===== src/logic/tcc_defs.vh =====
// Register offsets, field positions and reset values for the timer capture/compare unit.
// Overview of operation
// - Every active capture edge copies the counter into the channel value, flag set or not.
// - A channel flag that is set raises the channel interrupt when its enable is set; channel 1 only while unlinked.
// - The captured counter value is stored on the third clock edge after the pin edge.
// - A later capture overwrites the earlier value; only the newest time is kept.
// - Reset leaves the channel value registers untouched.
// - Both channels capture and compare against one shared 16-bit modulo counter.
// - A counter match sets, clears or toggles the channel pin and sets the flag.
// - Unbuffered writes replace the compare value at once; a passed value misses.
// - The link bit joins channels 0 and 1 into one buffered compare on pin 0.
// - Linked: channel 0 value rules first; each overflow hands over to the last written.
// - Linked: channel 0 control governs, channel 1 control ignored, pin 1 released.
// - Toggle-on-overflow toggles the pin when the counter reaches the modulo value.
// - Modulo 255 with undivided prescaler gives a 256 cycle period.
// - An 8-bit period gives 256 pulse width steps set by the channel value.
// - A 3-bit prescale select picks one of seven rates of the bus clock.
// - Reaching the modulo value sets the overflow flag and its interrupt if enabled.
// - Without toggle-on-overflow duty is 0%; max duty bit with toggle gives 100%.
`ifndef TCC_DEFS_VH
`define TCC_DEFS_VH
`define TCC_ADR_CTRL 5'h00
`define TCC_ADR_MOD 5'h04
`define TCC_ADR_CS0 5'h08
`define TCC_ADR_VAL0 5'h0c
`define TCC_ADR_CS1 5'h10
`define TCC_ADR_VAL1 5'h14
`define TCC_ADR_CNT 5'h18
`define TCC_B_FLAG 7
`define TCC_B_IE 6
`define TCC_B_STOP 5
`define TCC_B_PRST 4
`define TCC_B_LINK 5
`define TCC_B_MSA 4
`define TCC_B_TOV 1
`define TCC_B_MAX 0
`define TCC_MOD_RST 16'hffff
`define TCC_PS_TOP 3'h6
`endif


===== src/logic/tcc_timer.v =====
// Two-channel capture/compare/PWM timer with an Avalon-MM register slave.
`timescale 1ns/1ps
`include "tcc_defs.vh"

module tcc_timer (
    input wire mclk_in,
    input wire rst_b_in,
    input wire [4:0] avs_address_in,
    input wire avs_read_in,
    input wire avs_write_in,
    input wire [31:0] avs_writedata_in,
    output reg [31:0] avs_readdata_out,
    output reg avs_waitrequest_out,
    input wire chan0_pin_in,
    output wire chan0_pin_out,
    output wire chan0_pin_oe_b_out,
    input wire chan1_pin_in,
    output wire chan1_pin_out,
    output wire chan1_pin_oe_b_out,
    output reg ovf_irq_out,
    output reg [1:0] chan_irq_out
);

    // Bus handshake: a request is held one cycle, then completes.
    wire req = avs_read_in | avs_write_in;
    wire acc = req & ~avs_waitrequest_out;
    wire wr = avs_write_in & acc;
    wire [4:0] adr = avs_address_in;
    wire [31:0] wd = avs_writedata_in;

    // Overflow status and timer control fields.
    reg ovf_flag;
    reg ovf_ie;
    reg stop;
    reg [2:0] ps;

    // Shared counter, its modulo and the prescaler behind it.
    reg [15:0] modulo;
    reg [15:0] cnt;
    reg [5:0] pre;

    // Channel control words and value registers.
    reg [7:0] cs [0:1];
    reg [15:0] val [0:1];

    // Linked-pair state: the value in use and the one written last.
    reg act;
    reg last;

    // Pin flops and the read mux result.
    reg [1:0] pin_q;
    reg [1:0] oe_b_q;
    reg [31:0] next_rd;

    wire lk = cs[0][`TCC_B_LINK];
    wire ctrl_wr = wr & (adr == `TCC_ADR_CTRL);
    wire prst_wr = ctrl_wr & wd[`TCC_B_PRST];

    // Prescaler: divide by 1 to 64; code 7 reuses the slowest rate.
    wire [2:0] psc = (ps > `TCC_PS_TOP) ? `TCC_PS_TOP : ps;
    wire [5:0] pmask = (6'h01 << psc) - 6'h01;
    wire tick = ~stop & ((pre & pmask) == pmask);
    wire ovf_ev = tick & (cnt == modulo);

    // Per-channel events and next pin state, filled in by the channel loop.
    wire [1:0] pins = {chan1_pin_in, chan0_pin_in};
    wire [1:0] cap_ev;
    wire [1:0] match;
    wire [1:0] cs_wr;
    wire [1:0] v_wr;
    wire [1:0] next_pin;
    wire [1:0] next_oe_b;

    assign chan0_pin_out = pin_q[0];
    assign chan1_pin_out = pin_q[1];
    assign chan0_pin_oe_b_out = oe_b_q[0];
    assign chan1_pin_oe_b_out = oe_b_q[1];

    // Per-channel edge detection, compare and pin action.
    genvar i;
    generate
        for (i = 0; i < 2; i = i + 1) begin : g_ch
            reg [2:0] sy;
            wire [7:0] c = cs[i];
            wire off = (i == 1) & lk;
            wire rise = sy[1] & ~sy[2];
            wire fall = ~sy[1] & sy[2];
            wire cmp_mode = ~off & (c[5] | c[4]);
            wire cap_mode = ~off & ~(c[5] | c[4]) & (c[3] | c[2]);
            wire [15:0] cval;
            wire [1:0] els = c[3:2];
            wire tov = c[`TCC_B_TOV];
            wire full = c[`TCC_B_MAX] & tov;

            // Two flops before the pin is looked at; the third is history.
            always @(posedge mclk_in or negedge rst_b_in) begin
                if (!rst_b_in) begin
                    sy <= 3'h0;
                end else begin
                    sy <= {sy[1:0], pins[i]};
                end
            end

            // Linked channel 0 compares against whichever value is active.
            assign cval = (i == 0 && lk && act) ? val[1] : val[i];
            assign cap_ev[i] = cap_mode & ((c[2] & rise) | (c[3] & fall));
            assign match[i] = cmp_mode & tick & (cnt == cval);
            assign cs_wr[i] = wr & (adr == (i ? `TCC_ADR_CS1 : `TCC_ADR_CS0));
            assign v_wr[i] = wr & (adr == (i ? `TCC_ADR_VAL1 : `TCC_ADR_VAL0));

            // Max duty forces high; compare beats the overflow toggle.
            // A fixed order keeps the pin deterministic when both events land on one tick.
            reg npin;
            always @* begin
                npin = pin_q[i];
                if (cmp_mode) begin
                    if (full) begin
                        npin = 1'b1;
                    end else if (match[i] & (els != 2'h0)) begin
                        case (els)
                            2'h1: npin = ~pin_q[i];
                            2'h2: npin = 1'b0;
                            2'h3: npin = 1'b1;
                            default: npin = pin_q[i];
                        endcase
                    end else if (ovf_ev & tov) begin
                        npin = ~pin_q[i];
                    end
                end
            end
            assign next_pin[i] = npin;
            assign next_oe_b[i] = ~(cmp_mode & (els != 2'h0));
        end
    endgenerate

    // Waitrequest drops for one cycle per request, so every transfer takes two edges.
    always @(posedge mclk_in or negedge rst_b_in) begin
        if (!rst_b_in) begin
            avs_waitrequest_out <= 1'b1;
        end else begin
            avs_waitrequest_out <= ~(req & avs_waitrequest_out);
        end
    end

    // Read data is captured while waitrequest is still high and stands until the next read.
    always @(posedge mclk_in or negedge rst_b_in) begin
        if (!rst_b_in) begin
            avs_readdata_out <= 32'h0;
        end else if (avs_read_in & avs_waitrequest_out) begin
            avs_readdata_out <= next_rd;
        end
    end

    // Read mux; unmapped offsets read zero and have no side effect.
    always @* begin
        case (adr)
            `TCC_ADR_CTRL: next_rd = {24'h0, ovf_flag, ovf_ie, stop, 2'h0, ps};
            `TCC_ADR_MOD: next_rd = {16'h0, modulo};
            `TCC_ADR_CS0: next_rd = {24'h0, cs[0]};
            `TCC_ADR_VAL0: next_rd = {16'h0, val[0]};
            `TCC_ADR_CS1: next_rd = {24'h0, cs[1]};
            `TCC_ADR_VAL1: next_rd = {16'h0, val[1]};
            `TCC_ADR_CNT: next_rd = {16'h0, cnt};
            default: next_rd = 32'h0;
        endcase
    end

    // Shared counter; nothing but the prescaler reset touches it.
    always @(posedge mclk_in or negedge rst_b_in) begin
        if (!rst_b_in) begin
            pre <= 6'h0;
            cnt <= 16'h0;
        end else if (prst_wr) begin
            pre <= 6'h0;
            cnt <= 16'h0;
        end else if (!stop) begin
            pre <= pre + 6'h01;
            if (tick) begin
                cnt <= (cnt == modulo) ? 16'h0 : cnt + 16'h0001;
            end
        end
    end

    // Overflow flag; a hardware set wins over a same-cycle clear so no overflow is lost.
    always @(posedge mclk_in or negedge rst_b_in) begin
        if (!rst_b_in) begin
            ovf_flag <= 1'b0;
        end else if (ovf_ev) begin
            ovf_flag <= 1'b1;
        end else if (ctrl_wr & ~wd[`TCC_B_FLAG]) begin
            ovf_flag <= 1'b0;
        end
    end

    // Timer control fields.
    always @(posedge mclk_in or negedge rst_b_in) begin
        if (!rst_b_in) begin
            ovf_ie <= 1'b0;
            stop <= 1'b0;
            ps <= 3'h0;
        end else if (ctrl_wr) begin
            ovf_ie <= wd[`TCC_B_IE];
            stop <= wd[`TCC_B_STOP];
            ps <= wd[2:0];
        end
    end

    // Modulo takes effect at once, so a smaller value written late can miss one period.
    always @(posedge mclk_in or negedge rst_b_in) begin
        if (!rst_b_in) begin
            modulo <= `TCC_MOD_RST;
        end else if (wr & (adr == `TCC_ADR_MOD)) begin
            modulo <= wd[15:0];
        end
    end

    // Channel controls and flags; channel 1 has no link bit.
    integer k;
    always @(posedge mclk_in or negedge rst_b_in) begin
        if (!rst_b_in) begin
            cs[0] <= 8'h0;
            cs[1] <= 8'h0;
        end else begin
            for (k = 0; k < 2; k = k + 1) begin
                if (cs_wr[k]) begin
                    cs[k][6:0] <= (k == 1) ? (wd[6:0] & 7'h5f) : wd[6:0];
                end
                if (cap_ev[k] | match[k]) begin
                    cs[k][7] <= 1'b1;
                end else if (cs_wr[k] & ~wd[`TCC_B_FLAG]) begin
                    cs[k][7] <= 1'b0;
                end
            end
        end
    end

    // Value registers have no reset so their contents survive it.
    always @(posedge mclk_in) begin
        for (k = 0; k < 2; k = k + 1) begin
            if (cap_ev[k]) begin
                val[k] <= cnt;
            end else if (v_wr[k]) begin
                val[k] <= wd[15:0];
            end
        end
    end

    // Remembers which value register of the linked pair was written last.
    always @(posedge mclk_in or negedge rst_b_in) begin
        if (!rst_b_in) begin
            last <= 1'b0;
        end else if (!lk) begin
            last <= 1'b0;
        end else if (v_wr[0]) begin
            last <= 1'b0;
        end else if (v_wr[1]) begin
            last <= 1'b1;
        end
    end

    // Buffered handover happens only at overflow, so a period is never cut short.
    always @(posedge mclk_in or negedge rst_b_in) begin
        if (!rst_b_in) begin
            act <= 1'b0;
        end else if (!lk) begin
            act <= 1'b0;
        end else if (ovf_ev) begin
            act <= last;
        end
    end

    // Pin drive and enable come from flops, so the pads never see decode glitches.
    always @(posedge mclk_in or negedge rst_b_in) begin
        if (!rst_b_in) begin
            pin_q <= 2'h0;
            oe_b_q <= 2'h3;
        end else begin
            pin_q <= next_pin;
            oe_b_q <= next_oe_b;
        end
    end

    // Interrupt requests are levels; software drops them by clearing the flag.
    always @(posedge mclk_in or negedge rst_b_in) begin
        if (!rst_b_in) begin
            ovf_irq_out <= 1'b0;
            chan_irq_out <= 2'h0;
        end else begin
            ovf_irq_out <= ovf_flag & ovf_ie;
            chan_irq_out[0] <= cs[0][7] & cs[0][6];
            chan_irq_out[1] <= cs[1][7] & cs[1][6] & ~lk;
        end
    end

endmodule // tcc_timer


===== config.mk =====
export PLATFORM = sky130hd
export DESIGN_NAME = tcc_timer
export DESIGN_NICKNAME = d
export VERILOG_FILES = /design/src/logic/tcc_timer.v
export VERILOG_INCLUDE_DIRS = /design/src /design/src/logic
export SDC_FILE = /design/constraint.sdc
export NUM_CORES = 1
export LEC_CHECK = 0
export BUFFER_PORTS_ARGS = -buffer_cell sky130_fd_sc_hd__buf_2
export CAP_MARGIN = 25
export CORE_MARGIN = 2
export CORE_UTILIZATION = 46
export DETAILED_ROUTE_END_ITERATION = 8
export HOLD_SLACK_MARGIN = 0.05
export PLACE_DENSITY = 0.72
export SLEW_MARGIN = 20
export SYNTH_ARGS = -nofsm -noshare
export SYNTH_HDL_FRONTEND = slang
export SYNTH_SLANG_ARGS = --single-unit

===== constraint.sdc =====
create_clock -name mclk_in -period 2.6 [get_ports mclk_in]
set_clock_uncertainty 0.15 [all_clocks]
set_input_delay 0.13 -clock mclk_in [delete_from_list [all_inputs] [get_ports mclk_in]]
set_output_delay 0.13 -clock mclk_in [all_outputs]
set_load 0.01 [all_outputs]

Word-level counts from Yosys, hierarchy flattened
Memories as Yosys holds them, arrays and structs flattened.
Index checks and enable logic that the tools add are counted.
{ "classes": {"eq_ne": 21, "shifts": 1, "n_bitwise": 72, "mux": 40, "add_sub_neg": 3, "n_reduce_logical": 13, "order_cmp": 1} }
{ "ops": {"columns": ["op", "count"], "rows": [
  ["$mux W16", 7],
  ["$pmux W16 S7", 1],
  ["$eq A16 B16 Y1", 3],
  ["$and A1 B1 Y1", 46],
  ["$mux W1", 27],
  ["$add A16 B1 Y16 const B", 1],
  ["$eq A5 B5 Y1 const B", 3],
  ["$not A1 Y1", 15],
  ["$mux W6", 2],
  ["$reduce_bool A2 Y1", 6],
  ["$eq A5 B4 Y1 const B", 2],
  ["$ne A5 B2 Y1 const B", 2],
  ["$or A1 B1 Y1", 10],
  ["$eq A2 B2 Y1 const B", 4],
  ["$add A6 B1 Y6 const B", 1],
  ["$and A6 B6 Y6", 1],
  ["$eq A6 B6 Y1", 1],
  ["$pmux W1 S3", 2],
  ["$reduce_and A3 Y1", 2],
  ["$reduce_bool A3 Y1", 2],
  ["$shl A1 B3 Y6 const A", 1],
  ["$sub A6 B1 Y6 const B", 1],
  ["$eq A5 B3 Y1 const B", 1],
  ["$logic_not A5 Y1", 1],
  ["other kinds (7)", 9]
]} }
{ "totals": {"reg_bits": 107, "mem_bits_rw": 32, "inputBits": 43, "elab_cells": 174, "out_inout_bits": 40, "memories": 1} }
{ "memory_table": {"columns": ["memory", "words", "width", "rd", "rd_ports_with_merged_regs", "write_ports", "line", "text"], "rows": [
  ["val", 2, 16, 2, 0, 2, "tcc_timer.v:44", "reg [15:0] val [0:1];"]
]} }

Logic depth before layout (Yosys ltp)
Gate-level depths: netlist of the first run.
{ "logic_depth": {"ltp_word": 12, "ltp_mapped": 9, "depth_no_buf": 8} }

Least setup slack after synthesis of the first run
OpenSTA, ideal clock, no wires.
{ "synth_path": {"path_type": "reg2reg", "startpoint": "register cnt[13]", "endpoint": "register pin_q[1]", "period_less_slack_ps": 2394, "path_stages_with_launch": 9, "path_buffers": 1, "arrival_ps": 2120, "setup_time_ps": 125, "setup_slack_ps": 206, "required_time_ps": 2325, "path_cell_list": "dfrtp_1 > buf_2 > or2_2 > a221oi_1 > and4_1 > nand4bb_1 > o21bai_1 > a31oi_1 > mux2_2"} }
{ "synth_via": {"elab_chain_cells": 5, "word_cells_on_any_way": 11, "cone_classes": "eq/ne: 3; mux: 2; bitwise: 4; reduce/logical: 2"} }
{ "synth_lines": {"columns": ["element", "line", "text"], "rows": [
  ["from (decl)", "tcc_timer.v:39", "reg [15:0] cnt;"],
  ["from (signal assigned)", "tcc_timer.v:179", "cnt <= (cnt == modulo) ? 16'h0 : cnt + 16'h0001;"],
  ["$eq A16 B16 Y1 (on tied branches)", "tcc_timer.v:107, tcc_timer.v:63", null],
  ["$and A1 B1 Y1 (on tied branches)", "tcc_timer.v:107, tcc_timer.v:63", null],
  ["$and A1 B1 Y1 (on tied branches)", "tcc_timer.v:119, tcc_timer.v:126", null],
  ["$ne A5 B2 Y1 (no source line) (tied with other cells)", null, null],
  ["$reduce_and A3 Y1 (no source line) or $mux W1 (tied branches)", null, null],
  ["to (signal assigned)", "tcc_timer.v:278", "pin_q <= next_pin;"],
  ["to (decl)", "tcc_timer.v:51", "reg [1:0] pin_q;"]
]} }
Several ways; a longest one is shown, not always the timed one.
A chain may end at the register's enable or synchronous reset.

Worst setup path in the final report of the first run
{ "layout_path": {"startpoint": "register cnt[7]", "endpoint": "register pin_q[1]"} }
Same word-level chain as after synthesis.

==> results.yml, run 1 <==
cts:
  cts_buffers: 17
  cts_tree: "done"
  path_clk_slew_ns: 0.05
  clockBufferDepth: 2
  clkSinkCount: 123
  clk-insertion-delay-late_ns: 0.41
  h-tree-depth: 4
  cts-root-buf: "clkbuf_16"
yosys:
  synth_cells: 597
  ys_seq_area_share_pct: 49.8
  ys.warnings.count: 0
  synthDistinctLibCells: 63
  synth-simple-area-share_pct: 13.6
  synth_top_family_by_area: "simple AND/OR/NAND/NOR gates"
  synthAdderAreaFrac_pct: 0.764
  syn_area_um2: 6550
  synth_xor_xnor_area_share_pct: 6.15
  synth_seq_cells: 123
  synth_flop_cell: "dfrtp_1"
  muxShareOfSynthArea_pct: 12.0
  synth-edff-count: 32
  postSynthAreaPerCell_um2: 11.0
  synth-async-reset-ratio_pct: 74.0
  synth-compound-area-share_pct: 13.2
final_layout:
  nets: 747
  regArea_um2: 3260
  fin_area_um2: 8000
  drive_gt1_share_pct: 31.1
  final_common_cell: "dfrtp_1"
  n_fill_cell: 1117
  multi_input_area_um2: 3050
  antenna_cells: 0
  finish.utilization_pct: 57.7
  area_growth_pct: 22.2
  mostFrequentLayoutCells: "dfrtp_1, mux2_2, buf_2, nand2_1, buf_4"
  final_cells: 893
worst_setup_path:
  worstPathRequired_ns: 2.75
  r2r_cells: 7
  cp_slowest_cell: "dfrtp_1"
  cp_num_buf_inv: 0
  worst_setup_path_end_kind: "flip-flop"
  worstReg2RegEnd: "pin_q[1]"
  path_max_fanout: 7
  cp-start-kind: "flip-flop"
  reg2reg_from: "cnt[7]"
  critPathTopFamily: "simple AND/OR/NAND/NOR gates"
  critical_path.cell_chain: "xor2_1 > nor3_1 > and4_1 > nand4bb_1 > o21bai_1 > a31oi_1 > mux2_2"
  max_stage_delay_ns: 0.49
  worst_ep_arrival_time_ns: 2.71
  critPathKind: "flip-flop to flip-flop"
  rrSetupSlack_ns: 0.04
detailed_routing:
  via_count: 5294
  drt_iter0_drc: 476
  first_pass_iters: 6
  drt-wirelength-per-cell_um: 19.9
  drc: 0
  vias_per_cell: 5.93
  postRouteAntennaNets: 0
  drt-total-wl_um: 17700
worst_hold_path:
  hp-class: "input port to flip-flop"
  whs_path_depth: 4
  hold_start: "avs_address_in[0]"
  hold_path_end: "avs_readdata_out[4]"
timing:
  max_slew.worst_pin.slew_ns: 0.806
  fin_crit_ns: 2.56
  rsz0062_at_grt: "no"
  finalHoldViolations: 0
  finalSetupViolations: 0
  clock.fmax_mhz: 390
  whs_ns: 0.0742
  timing.setup.tns_ns: 0
  fin_crit_sh_pct: 98.6
  slew_violations: 0
  maxSlewHeadroom_pct: 46.1
floorplan:
  die_h_um: 123
  initial_utilization_pct: 47.2
  fp-row-count: 43
  die_w_um: 123
  ios: 83
  die_area_um2: 15200
  fp.coreArea_um2: 13900
power:
  power_density_nw_per_um2: 789
  power_switching_mw: 1.88
  p_clk_share_pct: 35.7
  power_leakage_nw: 3.41
  p_sw_share_pct: 29.7
  pwr-share-comb_pct: 22.5
  vdd_drop_max_mv: 0.527
  p_int_mw: 4.43
  seq_power_share_pct: 41.8
grt:
  grt_pass1_wl_um: 28000
  grt_usage_pct: 24.6
  grt_max_degree: 43
  antenna_found_initial: 0
  grt.overflow.total: 0
  grt_pass1_vias: 5302
place:
  gp_congestion: 0.890
  port_buffers: 50
  place_hpwl_um: 12300
  dpl_cell_area_um2: 7210
  dp.cells: 838
run_status:
  outcome: "complete, no violations"
job:
  cap_violations: 0
-- flip-flops by register name (all words and copies together) (netlist names), 2 cells and up --
name              flops
val                  32
avs_readdata_out     16
cnt                  16
modulo               16
g_ch.c               15
g_ch.sy               6
pre                   6
ps                    3
chan_irq_out          2
oe_b_q                2
pin_q                 2
-- how the worst max path moves through the flow --
stage                     slack, ns  cells past startpoint  endpoint     from
after global routing          0.009                      7  pin_q[1]  cnt[14]
after CTS                      0.06                      7    cnt[5]   pre[4]
after floorplan                0.21                      8  pin_q[1]  cnt[13]
after global placement         0.12                      7    cnt[6]   pre[4]
final                          0.04                      7  pin_q[1]   cnt[7]
after detailed placement       0.08                      7    cnt[5]   pre[4]
-- cells in the mapped netlist (all sizes together) (3+ instances only) --
| cell type | count | area (µm²) |
|---|---|---|
| nor4 | 6 | 37.5 |
| and2 | 6 | 37.5 |
| edfxtp | 32 | 961 |
| nand3 | 18 | 90.1 |
| ha | 4 | 50.1 |
| a221oi | 12 | 105 |
| nor2 | 33 | 126 |
| a31oi | 4 | 25.0 |
| nand4 | 8 | 50.1 |
| nor2b | 6 | 37.5 |
| or3 | 4 | 25.0 |
| dfrtp | 72 | 1800 |
| a22o | 15 | 131 |
| inv | 11 | 41.3 |
| nand2 | 46 | 173 |
| buf | 22 | 149 |
| nand3b | 3 | 22.5 |
| mux2i | 3 | 30.0 |
| a22oi | 19 | 143 |
| or2 | 6 | 37.5 |
| a222oi | 5 | 50.1 |
| a21oi | 15 | 82.6 |
| mux2 | 67 | 754 |
| o21a | 3 | 22.5 |
| nor3 | 8 | 45.0 |
| xnor2 | 26 | 228 |
| xor2 | 20 | 175 |
| clkbuf | 27 | 103 |
| and3 | 6 | 37.5 |
| or3b | 5 | 43.8 |
| nand2b | 9 | 56.3 |
| o21ai | 31 | 155 |
| dfstp | 19 | 499 |
-- cell type report --
| class | count | area share [%] |
|---|---|---|
| multi-input combinational | 429 | 38.1 |
| clock inverter | 6 | 0.735 |
| clock buffer | 26 | 6.38 |
| inverter | 11 | 0.516 |
| tap | 180 | 2.81 |
| timing repair buffer | 118 | 10.7 |
| sequential | 123 | 40.8 |
-- worst min-delay path, cell delays in order --
cell and delay (ns):
buf_2 0.10, nor4b_1 0.05, buf_4 0.15, a22o_1 0.17
-- per-layer routing --
metal,wire length (µm),global-route usage [%],up-vias
li1,-,-,2371
met1,7150,30.9,2618
met2,8770,41.7,264
met3,1310,4.24,41
met4,506,10.7,0
met5,0,0,-
-- metrics by stage --
step	total power, mW	setup WS, ns
detailed placement	4.04	0.0754
CTS	6.32	0.0579
global placement	3.97	0.123
global route	6.61	0.00904
finish	6.31	0.0351
floorplan	3.54	0.206
-- repair_timing --
item,CTS,global route
hold buffers,22,0
hold endpoints to repair,159,0
setup endpoints to repair,0,9
setup buffers,0,1
gates resized for setup,0,2
-- power groups by stage --
stage | clock network [mW] | logic [mW] | registers (mW)
floorplan | 0 | 1.04 | 2.50
global placement | 0 | 1.32 | 2.64
detailed placement | 0 | 1.37 | 2.66
CTS | 2.27 | 1.41 | 2.63
global route | 2.37 | 1.57 | 2.68
finish | 2.25 | 1.42 | 2.64
-- kinds of logic (layout without fill, tap and decap cells) --
| kind of cell | after synthesis | in the layout |
|---|---|---|
| AO/OA/AOI/OAI | 121 | 121 |
| flip-flops | 123 | 123 |
| XOR/XNOR | 46 | 46 |
| adder cells (fa/ha/maj) | 4 | 4 |
| AND/OR/NAND/NOR | 172 | 172 |
| other | 1 | 16 |
| buffers and inverters | 60 | 161 |
| multiplexers | 70 | 70 |
Note: power is estimated with default switching activity, not from simulation.
==> run 2, diff against run 1 <==
CTS_CLUSTER_DIAMETER = 60   (was unset)
SETUP_SLACK_MARGIN = 0.2   (was unset)
==> results.yml, run 2 (same netlist as run 1, synthesis figures left out) <==
run_status:
  outcome: "complete, no violations"
final_layout:
  nets: 760
  largest_register_ffs: 32
  antenna_cells: 0
  mostFrequentLayoutCells: "mux2_2, dfrtp_1, buf_4, buf_2, nand2_1"
  area_growth_pct: 26.2
  drive_gt1_share_pct: 36.9
  final_common_cell: "mux2_2"
  regMostFlops: "val"
  n_fill_cell: 1084
  finish.utilization_pct: 59.5
  multi_input_area_um2: 3200
  regArea_um2: 3270
worst_hold_path:
  hold_start: "avs_address_in[0]"
  hold_path_end: "avs_readdata_out[4]"
  whs_path_depth: 4
  hp-class: "input port to flip-flop"
cts:
  cts-root-buf: "clkbuf_16"
  cts_tree: "done"
  h-tree-depth: 4
  path_clk_slew_ns: 0.06
  clk-insertion-delay-late_ns: 0.42
  clockBufferDepth: 2
  clkSinkCount: 123
  cts_buffers: 17
floorplan:
  die_h_um: 123
  fp-row-count: 43
  die_area_um2: 15200
  initial_utilization_pct: 47.2
  fp.coreArea_um2: 13900
  ios: 83
  die_w_um: 123
timing:
  fin_crit_sh_pct: 91.8
  rsz0062_at_grt: "yes"
  finalSetupViolations: 0
  max_slew.worst_pin.slew_ns: 0.793
  finalHoldViolations: 0
  clock.fmax_mhz: 419
  timing.setup.tns_ns: 0
  maxSlewHeadroom_pct: 47.0
  fin_crit_ns: 2.39
  slew_violations: 0
worst_setup_path:
  rrSetupSlack_ns: 0.21
  r2r_cells: 7
  reg2reg_from: "cnt[14]"
  critPathTopFamily: "simple AND/OR/NAND/NOR gates"
  critical_path.cell_chain: "or2_2 > a221oi_2 > and4_4 > nand4bb_4 > o21bai_1 > a31oi_1 > mux2_2"
  worstPathRequired_ns: 2.75
  cp-start-kind: "flip-flop"
  cp_num_buf_inv: 0
  worstReg2RegEnd: "pin_q[1]"
  critPathLaunch: "cnt[14]"
  critPathKind: "flip-flop to flip-flop"
  cp_slowest_cell: "dfrtp_2"
  path_max_fanout: 9
  max_stage_delay_ns: 0.47
  worst_setup_path_end_kind: "flip-flop"
  worst_ep_arrival_time_ns: 2.54
place:
  port_buffers: 50
  gp_congestion: 0.890
  place_hpwl_um: 12300
detailed_routing:
  first_pass_iters: 5
  drt_iter0_drc: 504
  drt-total-wl_um: 18300
  via_count: 5421
  drc: 0
  vias_per_cell: 5.98
  drt-wirelength-per-cell_um: 20.2
  postRouteAntennaNets: 0
power:
  vdd_drop_max_mv: 0.540
  power_density_nw_per_um2: 796
  power_leakage_nw: 3.50
  p_sw_share_pct: 30.1
  seq_power_share_pct: 40.2
  p_int_mw: 4.60
  p_clk_share_pct: 34.3
  power_switching_mw: 1.98
  pwr-share-comb_pct: 25.5
job:
  cap_violations: 0
grt:
  grt_usage_pct: 24.8
  antenna_found_initial: 0
  grt_max_degree: 43
  grt_pass1_vias: 5315
  grt_pass1_wl_um: 28300
  grt.overflow.total: 0
==> run 2: worst register-to-register path: cells and delay by family (launching register included) <==
| kind | cells | cell delay [ns] |
|---|---|---|
| AO/OA/AOI/OAI | 3 | 0.55 |
| flip-flops | 1 | 0.47 |
| multiplexers | 1 | 0.35 |
| AND/OR/NAND/NOR | 3 | 0.74 |
==> run 2: through the flow <==
stage | hold WS [ns] | area, µm² | power [mW] | instances | worst slack [ns]
2_1_floorplan | -0.316 | 6600 | 3.54 | 612 | 0.206
3_3_place_gp | -0.115 | 7210 | 3.97 | 838 | 0.123
3_5_place_dp | -0.107 | 7210 | 4.04 | 838 | 0.0754
4_1_cts | 0.0653 | 8090 | 6.40 | 898 | 0.197
5_1_grt | 0.0777 | 8260 | 6.87 | 906 | 0.132
6_report | 0.0707 | 8260 | 6.58 | 906 | 0.213
==> run 2: power groups by stage <==
stage	combinational [mW]	sequential, mW	clock, mW
finish	1.67	2.65	2.26
global route	1.82	2.68	2.37
CTS	1.50	2.63	2.27
detailed placement	1.37	2.66	0
global placement	1.32	2.64	0
floorplan	1.04	2.50	0
==> run 2: worst max path at each step <==
stage / endpoint / slack (ns) / depth (start not counted)
floorplan: pin_q[1] / 0.21 / 8
global placement: cnt[6] / 0.12 / 7
detailed placement: cnt[5] / 0.08 / 7
CTS: pin_q[1] / 0.20 / 7
global route: pin_q[1] / 0.13 / 7
finish: pin_q[1] / 0.21 / 7
==> run 2: layout make-up <==
| class | count | area share [%] |
|---|---|---|
| inverter | 11 | 0.500 |
| timing repair buffer | 130 | 11.5 |
| tap | 180 | 2.73 |
| clock buffer | 26 | 6.18 |
| clock inverter | 6 | 0.712 |
| sequential | 123 | 39.6 |
| multi-input combinational | 430 | 38.8 |
==> run 2: routing by layer <==
metal  part of all wire, %  vias to the layer above  GRT usage, %  routed length (µm)
li1                      -                     2402             -                   -
met1                    40                     2683          31.5                7260
met2                    49                      294          41.5                9060
met3                   7.8                       42          4.43                1430
met4                   3.2                        0          10.9                 586
met5                     0                        -             0                   0
==> run 2: what timing repair did <==
action,in CTS,in global routing
endpoints found under the hold margin,159,0
pin swaps,8,8
endpoints found under the setup margin,11,16
gates resized for setup,11,33
setup buffers,6,7
cloned,0,1
hold buffers,22,0
